===== config.mk =====
export PLATFORM = sky130hd
export DESIGN_NAME = mfg_fault_gate
export DESIGN_NICKNAME = d
export VERILOG_FILES = /design/src/design/mfg_pkg.sv /design/src/design/mfg_feature_rom.sv /design/src/design/mfg_fault_gate.sv
export VERILOG_INCLUDE_DIRS = /design/src /design/src/design
export SDC_FILE = /design/constraint.sdc
export NUM_CORES = 1
export LEC_CHECK = 0
export ABC_AREA = 1
export ABC_CLOCK_PERIOD_IN_PS = 2600
export BUFFER_PORTS_ARGS = -buffer_cell sky130_fd_sc_hd__buf_2
export CAP_MARGIN = 20
export CELL_PAD_IN_SITES_DETAIL_PLACEMENT = 0
export CELL_PAD_IN_SITES_GLOBAL_PLACEMENT = 1
export CORE_ASPECT_RATIO = 1.2
export CORE_MARGIN = 5
export CORE_UTILIZATION = 35
export CTS_BUF_LIST = sky130_fd_sc_hd__clkbuf_8
export CTS_CLUSTER_SIZE = 16
export DETAILED_ROUTE_END_ITERATION = 7
export PLACE_DENSITY_LB_ADDON = 0.12
export SYNTH_ARGS = -nofsm -noshare
export SYNTH_HDL_FRONTEND = slang
export SYNTH_HIERARCHICAL = 1
export SYNTH_SLANG_ARGS = --single-unit

===== constraint.sdc =====
create_clock -name clk_i -period 2.6 [get_ports clk_i]
set_clock_uncertainty 0.1 [all_clocks]
set_input_delay 0.52 -clock clk_i [delete_from_list [all_inputs] [get_ports clk_i]]
set_output_delay 0.52 -clock clk_i [all_outputs]
set_load 0.01 [all_outputs]

===== src/design/mfg_defs.svh =====
// Constants of the media/x87 enable and fault gate: query leaves, result bit
// positions, enable-mask layout and reset value.
// Assumes inclusion by bare name from the design files.
`ifndef MFG_DEFS_SVH
`define MFG_DEFS_SVH
`define MFG_LEAF_STD 32'h0000_0001
`define MFG_LEAF_EXT 32'h8000_0001
`define MFG_LEAF_XST 32'h0000_000d
`define MFG_SUB_ZERO 32'h0000_0000
`define MFG_SUB_ONE 32'h0000_0001
`define MFG_EDX_X87 0
`define MFG_EDX_PKINT 23
`define MFG_EDX_FULLSAVE 24
`define MFG_STD_EDX_SSE1 25
`define MFG_STD_EDX_SSE2 26
`define MFG_STD_ECX_SSE3 0
`define MFG_STD_ECX_SSSE3 9
`define MFG_STD_ECX_FMA 12
`define MFG_STD_ECX_SSE41 19
`define MFG_STD_ECX_SSE42 20
`define MFG_STD_ECX_XSAVE 26
`define MFG_STD_ECX_AVX 28
`define MFG_EXT_ECX_SSE4A 6
`define MFG_EXT_ECX_XOP 11
`define MFG_EXT_ECX_FMA4 16
`define MFG_EXT_EDX_PKEXT 22
`define MFG_EXT_EDX_FASTSAVE 25
`define MFG_EXT_EDX_V3DEXT 30
`define MFG_EXT_EDX_V3D 31
`define MFG_XST1_EAX_OPTSAVE 0
`define MFG_XCR_X87 0
`define MFG_XCR_SSE 1
`define MFG_XCR_YMM 2
`define MFG_EXTENDED_FEATURE_ENABLE_MASK_INDEX 32'h0000_0000
`define MFG_EXTENDED_FEATURE_ENABLE_MASK_RST 64'h0000_0000_0000_0001
`endif


===== src/design/mfg_pkg.sv =====
// Types of the media/x87 enable and fault gate.
// Assumes nothing of its surroundings.
package mfg_pkg;
	typedef enum logic [4:0] {
		MFG_G_X87 = 5'h00,
		MFG_G_FPWAIT = 5'h01,
		MFG_G_PKINT = 5'h02,
		MFG_G_PKINT_EXT = 5'h03,
		MFG_G_V3D = 5'h04,
		MFG_G_V3D_EXT = 5'h05,
		MFG_G_SSE1 = 5'h06,
		MFG_G_SSE2 = 5'h07,
		MFG_G_SSE3 = 5'h08,
		MFG_G_SSSE3 = 5'h09,
		MFG_G_SSE41 = 5'h0a,
		MFG_G_SSE42 = 5'h0b,
		MFG_G_SSE4A = 5'h0c,
		MFG_G_AVX = 5'h0d,
		MFG_G_XOP = 5'h0e,
		MFG_G_FMA = 5'h0f,
		MFG_G_FMA4 = 5'h10,
		MFG_G_FULL_SAVE = 5'h11,
		MFG_G_FULL_RESTORE = 5'h12,
		MFG_G_XSAVE = 5'h13,
		MFG_G_OPT_SAVE = 5'h14,
		MFG_G_XCR_WRITE = 5'h15,
		MFG_G_XCR_READ = 5'h16
	} mfg_grp_t;
	typedef enum logic [2:0] {
		MFG_F_NONE = 3'h0,
		MFG_F_INVALID_OPCODE = 3'h1,
		MFG_F_DEVICE_UNAVAIL = 3'h2,
		MFG_F_GEN_PROTECT = 3'h3,
		MFG_F_SIMD_FP = 3'h4
	} mfg_fault_t;
endpackage


===== src/design/mfg_feature_rom.sv =====
// Feature query answer table of the media/x87 gate (combinational).
// Assumes the caller registers the outputs and gives an effective support vector.
`timescale 1ns/1ps
`include "mfg_defs.svh"
module mfg_feature_rom (
	input wire logic [31:0] leaf_i,
	input wire logic [31:0] subleaf_i,
	input wire logic [22:0] sup_i,
	input wire logic fast_save_i,
	input wire logic [63:0] mask_i,
	input wire logic [31:0] size_en_i,
	input wire logic [31:0] size_max_i,
	output logic [31:0] eax_o,
	output logic [31:0] ebx_o,
	output logic [31:0] ecx_o,
	output logic [31:0] edx_o
);
	import mfg_pkg::*;
	logic [31:0] edx_common;
	always_comb begin
		edx_common = '0;
		edx_common[`MFG_EDX_X87] = sup_i[MFG_G_X87];
		edx_common[`MFG_EDX_PKINT] = sup_i[MFG_G_PKINT];
		edx_common[`MFG_EDX_FULLSAVE] = sup_i[MFG_G_FULL_SAVE];
	end
	always_comb begin
		eax_o = '0;
		ebx_o = '0;
		ecx_o = '0;
		edx_o = '0;
		if (leaf_i == `MFG_LEAF_STD) begin
			edx_o = edx_common;
			edx_o[`MFG_STD_EDX_SSE1] = sup_i[MFG_G_SSE1];
			edx_o[`MFG_STD_EDX_SSE2] = sup_i[MFG_G_SSE2];
			ecx_o[`MFG_STD_ECX_SSE3] = sup_i[MFG_G_SSE3];
			ecx_o[`MFG_STD_ECX_SSSE3] = sup_i[MFG_G_SSSE3];
			ecx_o[`MFG_STD_ECX_SSE41] = sup_i[MFG_G_SSE41];
			ecx_o[`MFG_STD_ECX_SSE42] = sup_i[MFG_G_SSE42];
			ecx_o[`MFG_STD_ECX_FMA] = sup_i[MFG_G_FMA];
			ecx_o[`MFG_STD_ECX_AVX] = sup_i[MFG_G_AVX];
			ecx_o[`MFG_STD_ECX_XSAVE] = sup_i[MFG_G_XSAVE];
		end else if (leaf_i == `MFG_LEAF_EXT) begin
			edx_o = edx_common;
			ecx_o[`MFG_EXT_ECX_SSE4A] = sup_i[MFG_G_SSE4A];
			ecx_o[`MFG_EXT_ECX_XOP] = sup_i[MFG_G_XOP];
			ecx_o[`MFG_EXT_ECX_FMA4] = sup_i[MFG_G_FMA4];
			edx_o[`MFG_EXT_EDX_PKEXT] = sup_i[MFG_G_PKINT_EXT];
			edx_o[`MFG_EXT_EDX_V3DEXT] = sup_i[MFG_G_V3D_EXT];
			edx_o[`MFG_EXT_EDX_V3D] = sup_i[MFG_G_V3D];
			edx_o[`MFG_EXT_EDX_FASTSAVE] = fast_save_i;
		end else if (leaf_i == `MFG_LEAF_XST && sup_i[MFG_G_XSAVE]) begin
			if (subleaf_i == `MFG_SUB_ZERO) begin
				eax_o[`MFG_XCR_X87] = sup_i[MFG_G_X87];
				eax_o[`MFG_XCR_SSE] = sup_i[MFG_G_SSE1];
				eax_o[`MFG_XCR_YMM] = sup_i[MFG_G_AVX];
				ebx_o = size_en_i;
				ecx_o = size_max_i;
			end else if (subleaf_i == `MFG_SUB_ONE) begin
				eax_o[`MFG_XST1_EAX_OPTSAVE] = sup_i[MFG_G_OPT_SAVE];
			end
		end
		if (mask_i == 64'h0) begin
			ecx_o = ecx_o;
		end
	end
endmodule // mfg_feature_rom


===== src/design/mfg_fault_gate.sv =====
// Media/x87 enable and fault gate: answers feature queries, holds the extended
// feature enable mask and decides the fault for each issued instruction.
// Assumes the core presents one request per cycle on its own clock; control
// register bits arrive as plain levels from core logic on the same clock.
// Notes on behaviour
// - Standard leaf EDX bits 25 and 26 report the two first SIMD generations.
// - Standard leaf ECX reports later SIMD, multiply-add, wide vectors, extended save.
// - Extended leaf reports SSE4A, extended ops, 4-operand madd, packed/3D ext, fast save.
// - Both leaves report x87, packed-integer and full-state save in EDX 0, 23, 24.
// - Leaf 0Dh subleaf 1 EAX bit 0 reports the optimized state save.
// - Instructions of unimplemented subsets raise the invalid-opcode fault.
// - Legacy SIMD runs only with full-save support set, else invalid-opcode.
// - Coprocessor emulation set makes legacy SIMD raise invalid-opcode.
// - Emulation set turns full-state save and restore into device-unavailable.
// - Emulation clear, monitor set, task switched: media, x87, wait fault unavailable.
// - Leaf 0Dh subleaf 0 EAX gives the supported state mask, full is 111b.
// - Extended SIMD support requires x87 and legacy SIMD support.
// - Control-register write and read work only with extended save enabled.
// - Control-register write is privileged and writes the feature enable mask.
// - Leaf 0Dh subleaf 0 EBX gives save-area bytes for currently enabled features.
// - Unmasked SIMD exception vectors to SIMD fault if handler ready, else invalid-opcode.
// - Masked SIMD exceptions take the default response, never a fault.
`timescale 1ns/1ps
`include "mfg_defs.svh"
module mfg_fault_gate #(
	parameter logic [22:0] SUPPORTED = 23'h7f_ffff,
	parameter logic FAST_SAVE = 1'b1,
	parameter logic [31:0] LEGACY_AREA_BYTES = 32'd576,
	parameter logic [31:0] WIDE_AREA_BYTES = 32'd256
) (
	input wire logic clk_i,
	input wire logic rst_i,
	// Control register bits and current privilege level
	input wire logic soft_fpu_trap_flag_i,
	input wire logic monitor_coproc_i,
	input wire logic task_switched_i,
	input wire logic os_full_save_support_i,
	input wire logic os_extended_save_enable_i,
	input wire logic os_simd_fault_handler_ready_i,
	input wire logic [1:0] cpl_i,
	// Instruction issue
	input wire logic issue_valid_i,
	input wire mfg_pkg::mfg_grp_t issue_grp_i,
	input wire logic [31:0] xcr_index_i,
	input wire logic [63:0] xcr_wdata_i,
	// SIMD floating-point exception report
	input wire logic simd_exc_valid_i,
	input wire logic simd_exc_unmasked_i,
	// Feature query
	input wire logic query_valid_i,
	input wire logic [31:0] query_leaf_i,
	input wire logic [31:0] query_subleaf_i,
	// Results
	output logic exec_ok_o,
	output logic fault_valid_o,
	output mfg_pkg::mfg_fault_t fault_code_o,
	output logic simd_default_o,
	output logic [63:0] feature_state_enable_mask_o,
	output logic [63:0] xcr_rdata_o,
	output logic query_done_o,
	output logic [31:0] query_eax_o,
	output logic [31:0] query_ebx_o,
	output logic [31:0] query_ecx_o,
	output logic [31:0] query_edx_o
);
	import mfg_pkg::*;

	logic [22:0] sup_eff;
	logic base_ok;
	logic [63:0] mask_q;
	logic [63:0] mask_d;
	logic [63:0] sup_mask;
	logic mask_we;
	logic [31:0] size_en;
	logic [31:0] size_max;
	logic [31:0] rom_eax;
	logic [31:0] rom_ebx;
	logic [31:0] rom_ecx;
	logic [31:0] rom_edx;
	logic is_legacy_simd;
	logic is_ext_simd;
	logic is_media_x87;
	logic grp_known;
	mfg_fault_t fault_d;
	logic accept_d;

	// Extended groups exist only on top of x87 and legacy SIMD
	assign base_ok = SUPPORTED[MFG_G_X87] & SUPPORTED[MFG_G_SSE1];

	genvar gi;
	generate
		for (gi = 0; gi < 23; gi++) begin : g_sup
			if (gi == MFG_G_AVX || gi == MFG_G_XOP || gi == MFG_G_FMA
					|| gi == MFG_G_FMA4) begin : g_ext
				assign sup_eff[gi] = SUPPORTED[gi] & base_ok;
			end else begin : g_plain
				assign sup_eff[gi] = SUPPORTED[gi];
			end
		end
	endgenerate

	always_comb begin
		sup_mask = '0;
		sup_mask[`MFG_XCR_X87] = sup_eff[MFG_G_X87];
		sup_mask[`MFG_XCR_SSE] = sup_eff[MFG_G_SSE1];
		sup_mask[`MFG_XCR_YMM] = sup_eff[MFG_G_AVX];
	end

	// Enabled save-area size follows the live enable mask; maximum size follows support
	always_comb begin
		size_en = LEGACY_AREA_BYTES;
		if (mask_q[`MFG_XCR_YMM]) begin
			size_en = LEGACY_AREA_BYTES + WIDE_AREA_BYTES;
		end
		size_max = LEGACY_AREA_BYTES;
		if (sup_mask[`MFG_XCR_YMM]) begin
			size_max = LEGACY_AREA_BYTES + WIDE_AREA_BYTES;
		end
	end

	mfg_feature_rom u_rom (
		.leaf_i(query_leaf_i),
		.subleaf_i(query_subleaf_i),
		.sup_i(sup_eff),
		.fast_save_i(FAST_SAVE),
		.mask_i(mask_q),
		.size_en_i(size_en),
		.size_max_i(size_max),
		.eax_o(rom_eax),
		.ebx_o(rom_ebx),
		.ecx_o(rom_ecx),
		.edx_o(rom_edx)
	);

	always_comb begin
		is_legacy_simd = 1'b0;
		is_ext_simd = 1'b0;
		grp_known = 1'b1;
		unique case (issue_grp_i)
			MFG_G_SSE1, MFG_G_SSE2, MFG_G_SSE3, MFG_G_SSSE3,
			MFG_G_SSE41, MFG_G_SSE42, MFG_G_SSE4A: begin
				is_legacy_simd = 1'b1;
			end
			MFG_G_AVX, MFG_G_XOP, MFG_G_FMA, MFG_G_FMA4: begin
				is_ext_simd = 1'b1;
			end
			MFG_G_X87, MFG_G_FPWAIT, MFG_G_PKINT, MFG_G_PKINT_EXT,
			MFG_G_V3D, MFG_G_V3D_EXT, MFG_G_FULL_SAVE, MFG_G_FULL_RESTORE,
			MFG_G_XSAVE, MFG_G_OPT_SAVE, MFG_G_XCR_WRITE, MFG_G_XCR_READ: begin
				grp_known = 1'b1;
			end
			default: begin
				grp_known = 1'b0;
			end
		endcase
		// Control-register access is not a media or x87 instruction
		is_media_x87 = grp_known && issue_grp_i != MFG_G_XCR_WRITE
			&& issue_grp_i != MFG_G_XCR_READ;
	end

	// Proposed mask must keep x87 and pair wide state with legacy SIMD
	always_comb begin
		mask_d = xcr_wdata_i;
		mask_we = 1'b0;
		if (issue_valid_i && !simd_exc_valid_i && issue_grp_i == MFG_G_XCR_WRITE
				&& fault_d == MFG_F_NONE) begin
			mask_we = 1'b1;
		end
	end

	// Fault priority: subset, emulation, enables, task switch, privilege, value
	always_comb begin
		fault_d = MFG_F_NONE;
		if (!grp_known || !sup_eff[issue_grp_i]) begin
			fault_d = MFG_F_INVALID_OPCODE;
		end else if (is_legacy_simd && soft_fpu_trap_flag_i) begin
			fault_d = MFG_F_INVALID_OPCODE;
		end else if (is_legacy_simd && !os_full_save_support_i) begin
			fault_d = MFG_F_INVALID_OPCODE;
		end else if ((issue_grp_i == MFG_G_FULL_SAVE || issue_grp_i == MFG_G_FULL_RESTORE)
				&& soft_fpu_trap_flag_i) begin
			fault_d = MFG_F_DEVICE_UNAVAIL;
		end else if ((is_ext_simd || issue_grp_i == MFG_G_XSAVE
				|| issue_grp_i == MFG_G_OPT_SAVE
				|| issue_grp_i == MFG_G_XCR_WRITE
				|| issue_grp_i == MFG_G_XCR_READ)
				&& !os_extended_save_enable_i) begin
			fault_d = MFG_F_INVALID_OPCODE;
		end else if (is_ext_simd && !(mask_q[`MFG_XCR_YMM] && mask_q[`MFG_XCR_SSE])) begin
			fault_d = MFG_F_INVALID_OPCODE;
		end else if (is_media_x87 && !soft_fpu_trap_flag_i && monitor_coproc_i
				&& task_switched_i) begin
			fault_d = MFG_F_DEVICE_UNAVAIL;
		end else if (issue_grp_i == MFG_G_XCR_WRITE && cpl_i != 2'h0) begin
			fault_d = MFG_F_GEN_PROTECT;
		end else if ((issue_grp_i == MFG_G_XCR_WRITE || issue_grp_i == MFG_G_XCR_READ)
				&& xcr_index_i != `MFG_EXTENDED_FEATURE_ENABLE_MASK_INDEX) begin
			fault_d = MFG_F_GEN_PROTECT;
		end else if (issue_grp_i == MFG_G_XCR_WRITE
				&& (!xcr_wdata_i[`MFG_XCR_X87]
				|| (xcr_wdata_i[`MFG_XCR_YMM] && !xcr_wdata_i[`MFG_XCR_SSE])
				|| (xcr_wdata_i & ~sup_mask) != 64'h0)) begin
			fault_d = MFG_F_GEN_PROTECT;
		end
		accept_d = issue_valid_i && fault_d == MFG_F_NONE;
	end

	// Enable mask; a refused write leaves it untouched
	always_ff @(posedge clk_i) begin
		if (rst_i) begin
			mask_q <= `MFG_EXTENDED_FEATURE_ENABLE_MASK_RST;
		end else if (mask_we) begin
			mask_q <= mask_d;
		end
	end

	// Instruction and exception outcome; the exception belongs to an older
	// instruction so it takes the cycle and the issue is dropped
	always_ff @(posedge clk_i) begin
		if (rst_i) begin
			exec_ok_o <= 1'b0;
			fault_valid_o <= 1'b0;
			fault_code_o <= MFG_F_NONE;
			simd_default_o <= 1'b0;
		end else if (simd_exc_valid_i) begin
			exec_ok_o <= 1'b0;
			if (simd_exc_unmasked_i) begin
				fault_valid_o <= 1'b1;
				simd_default_o <= 1'b0;
				if (os_simd_fault_handler_ready_i) begin
					fault_code_o <= MFG_F_SIMD_FP;
				end else begin
					fault_code_o <= MFG_F_INVALID_OPCODE;
				end
			end else begin
				fault_valid_o <= 1'b0;
				fault_code_o <= MFG_F_NONE;
				simd_default_o <= 1'b1;
			end
		end else begin
			simd_default_o <= 1'b0;
			exec_ok_o <= accept_d;
			fault_valid_o <= issue_valid_i && fault_d != MFG_F_NONE;
			fault_code_o <= issue_valid_i ? fault_d : MFG_F_NONE;
		end
	end

	// Read data of the control-register read
	always_ff @(posedge clk_i) begin
		if (rst_i) begin
			xcr_rdata_o <= '0;
		end else if (accept_d && !simd_exc_valid_i && issue_grp_i == MFG_G_XCR_READ) begin
			xcr_rdata_o <= mask_q;
		end
	end

	assign feature_state_enable_mask_o = mask_q;

	// Query answers held until the next query
	always_ff @(posedge clk_i) begin
		if (rst_i) begin
			query_done_o <= 1'b0;
			query_eax_o <= '0;
			query_ebx_o <= '0;
			query_ecx_o <= '0;
			query_edx_o <= '0;
		end else begin
			query_done_o <= query_valid_i;
			if (query_valid_i) begin
				query_eax_o <= rom_eax;
				query_ebx_o <= rom_ebx;
				query_ecx_o <= rom_ecx;
				query_edx_o <= rom_edx;
			end
		end
	end

endmodule // mfg_fault_gate


==> flow_summary_export.csv <==
group,metric,value,unit
sta,finalHoldViolations,0,
drt,drtPass1Iterations,5,
drt,initialDrtViolationCount,580,
synth,synth_area_leader_cell,"dfxtp_1",
drt,via_count,11300,
global_route,grt-ovfl-total,0,
cells_and_area,fill_cells,3462,
global_route,grt_pass1_wl,57600,um
clock_tree,clk_latency,0.57,ns
status,status,"completed",
die,initial_utilization,35.3,%
sta,slew_viol_final,0,
drt,wl,36800,um
setup_path,cp.required,3.00,ns
synth,synth_flop_cell,"dfxtp_1",
sta,tns,0,ns
die,die_x,174,um
setup_path,path_common_cell,"nor2_1",
setup_path,critPathKind,"reg2reg",
die,die_h,207,um
power_and_ir_drop,p_leak,0.00736,uW
clock_tree,cts_setup_buffers,0,
power_and_ir_drop,max-vdd-ir-drop,0.263,mV
placement,port_buffers,441,
sta,rsz0062_at_grt,"false",
die,pin_count,442,
sta,slew_headroom,50.4,%
setup_path,cp_slowest_cell,"dfxtp_1",
clock_tree,tritoncts,"yes",
sta,setup_viol,0,
placement,place_area,14000,um^2
flow_run,maxCapViolCount,0,
synth,ys_warn_count,6,
clock_tree,h-tree-depth,2,
sta,fmax,507,MHz
die,row_count,72,
global_route,grt_pass1_vias,10500,
clock_tree,ctsResizeCount,0,
cells_and_area,antenna_cells,0,
cells_and_area,drive_above_1_share,25.8,%
clock_tree,cts-root-buf,"clkbuf_8",
power_and_ir_drop,power_density,604,nW/um^2
global_route,grt_usage,19.2,%
clock_tree,clock_sinks,263,
global_route,grt_start_max_net_pins,129,
setup_path,critPathLaunchType,"flip-flop",
sta,layout_worst_path_cycle_share,75.8,%
synth,syn_area_per_cell,6.84,um^2
placement,gp_congestion,0.863,
drt,drc,0,
synth,syn-instance-count,1658,
die,dieArea,36100,um^2
setup_path,reg2reg_slack,0.63,ns
synth,synth_seq_cells,263,
sta,worst_slack,0.629,ns
synth,synth_common_cells,"nor2_1, dfxtp_1, nand2_1",
setup_path,critPathMaxFanout,50,
drt,ant_nets,0,
setup_path,cp.arrival,2.37,ns
synth,yosysMostFrequentCell,"nor2_1",
clock_tree,hold_buffers,1,
synth,synth_cell_types,30,
synth,yosys-top-cells-area,"dfxtp_1, nor2_1, nand2_1",
min_path,min-delay-path-class,"in2reg",
clock_tree,cts_buffer_depth,3,
synth,ys_seq_area_share,46.5,%
setup_path,endpoint_kind,"flip-flop",
cells_and_area,fin_nets,2334,
sta,post-route-min-period,1.97,ns
drt,avgViaCountPerCell,4.35,
cells_and_area,stdcell_area,15000,um^2
synth,synth_top_area_share,46.5,%
clock_tree,clkSlewWorstSetupHoldPaths,0.06,ns
placement,post-place-ws,0.111,ns
cells_and_area,syn_to_final_growth,32.0,%
synth,synth-async-reset-ratio,0,%
sta,worst_slew_pin_slew,0.744,ns
global_route,antenna_found_initial,0,
synth,synth_edf_count,0,
setup_path,worstPathCellList,"nand3_1 -> nand2_1 -> nor2_1 -> a21oi_2 -> nand3_1 -> nor2_2 -> nand4_2 -> nor2_4 -> buf_12 -> nor2_1 -> nor2_1",
drt,avgRoutedWirePerCell,14.2,um
setup_path,max_stage_delay,0.43,ns
clock_tree,cts_buffers,46,
placement,hpwlAfterDp,25400,um
die,core_area,32100,um^2
synth,syn_area,11300,um^2
per-layer routing:
layer	vias to the layer above	global-route usage [%]	wire, um
li1	5958	-	-
met3	43	6.15	2790
met5	-	0	0
met4	0	4.75	616
met2	302	31.8	17300
met1	4988	24.4	16100
layout make-up:
class	count	area, um^2	area share [%]
Clock buffer	59	812	5.43
Clock inverter	22	150	1.00
Inverter	94	357	2.38
Multi-Input combinational cell	1281	5340	35.7
Sequential cell	263	5270	35.2
Tap cell	407	509	3.40
Timing Repair Buffer	469	2530	16.9
per-stage QoR:
| stage | cells | power (uW) | hold WS (ns) | util (%) |
|---|---|---|---|---|
| after floorplan | 1794 | 4820 | 0.374 | - |
| after global placement | 2513 | 5180 | 0.340 | 43.6 |
| after detailed placement | 2513 | 5180 | 0.339 | 43.6 |
| after CTS | 2595 | 9190 | 0.0332 | 46.7 |
| after global routing | 2595 | 9480 | 0.0411 | 46.7 |
| final | 2595 | 9040 | 0.0845 | 46.7 |
sequential cells by signal, summed over array words and instances (netlist names):
name and cells:
feature_state_enable_mask_o 64, xcr_rdata_o 64, query_eax_o 32, query_ebx_o 32, query_ecx_o 32, query_edx_o 32
fault_code_o 3, exec_ok_o 1, fault_valid_o 1, query_done_o 1, simd_default_o 1
critical path, delay by kind of cell, from the launching register on:
family	cells	cell delay, ns
flops	1	0.43
compound gates	1	0.16
buf+inv	1	0.25
simple gates	9	0.94
cells in the final DEF, fill, tap and decap left out, drive strengths merged:
cell	instances
xor2	1
and3b	1
conb	139
nor3	2
dfxtp	263
nor2	629
nor3b	1
bufinv	2
o22ai	1
inv	109
and3	1
nand4	71
o21ai	134
clkinvlp	2
buf	468
nand3b	1
dlygate4sd3	1
a21oi	4
clkbuf	59
clkinv	3
nand3	33
nand2	261
and2	2
kinds of logic after synthesis:
group | count (synthesis) | share of synthesized area [%]
compound gates | 139 | 6.25
xor+xnor | 1 | 0.0773
buf+inv | 250 | 11.1
flops | 263 | 46.5
other cells | 3 | 0.0994
simple gates | 1002 | 36.0
power breakdown:
group,internal [uW],switching (uW),total (uW)
sequential,4150,57.1,4210
clock,2230,1720,3950
combinational,332,544,876
final timing paths:
kind / start / endpoint / depth (start not counted)
worst max register to register: feature_state_enable_mask_o[1] / xcr_rdata_o[60] / 11
worst max-delay path: feature_state_enable_mask_o[1] / xcr_rdata_o[60] / 11
worst min register to register: feature_state_enable_mask_o[33] / feature_state_enable_mask_o[33] / 2
worst min-delay path: os_simd_fault_handler_ready_i / fault_code_o[2] / 3
Power figures use the tool's default switching activity.
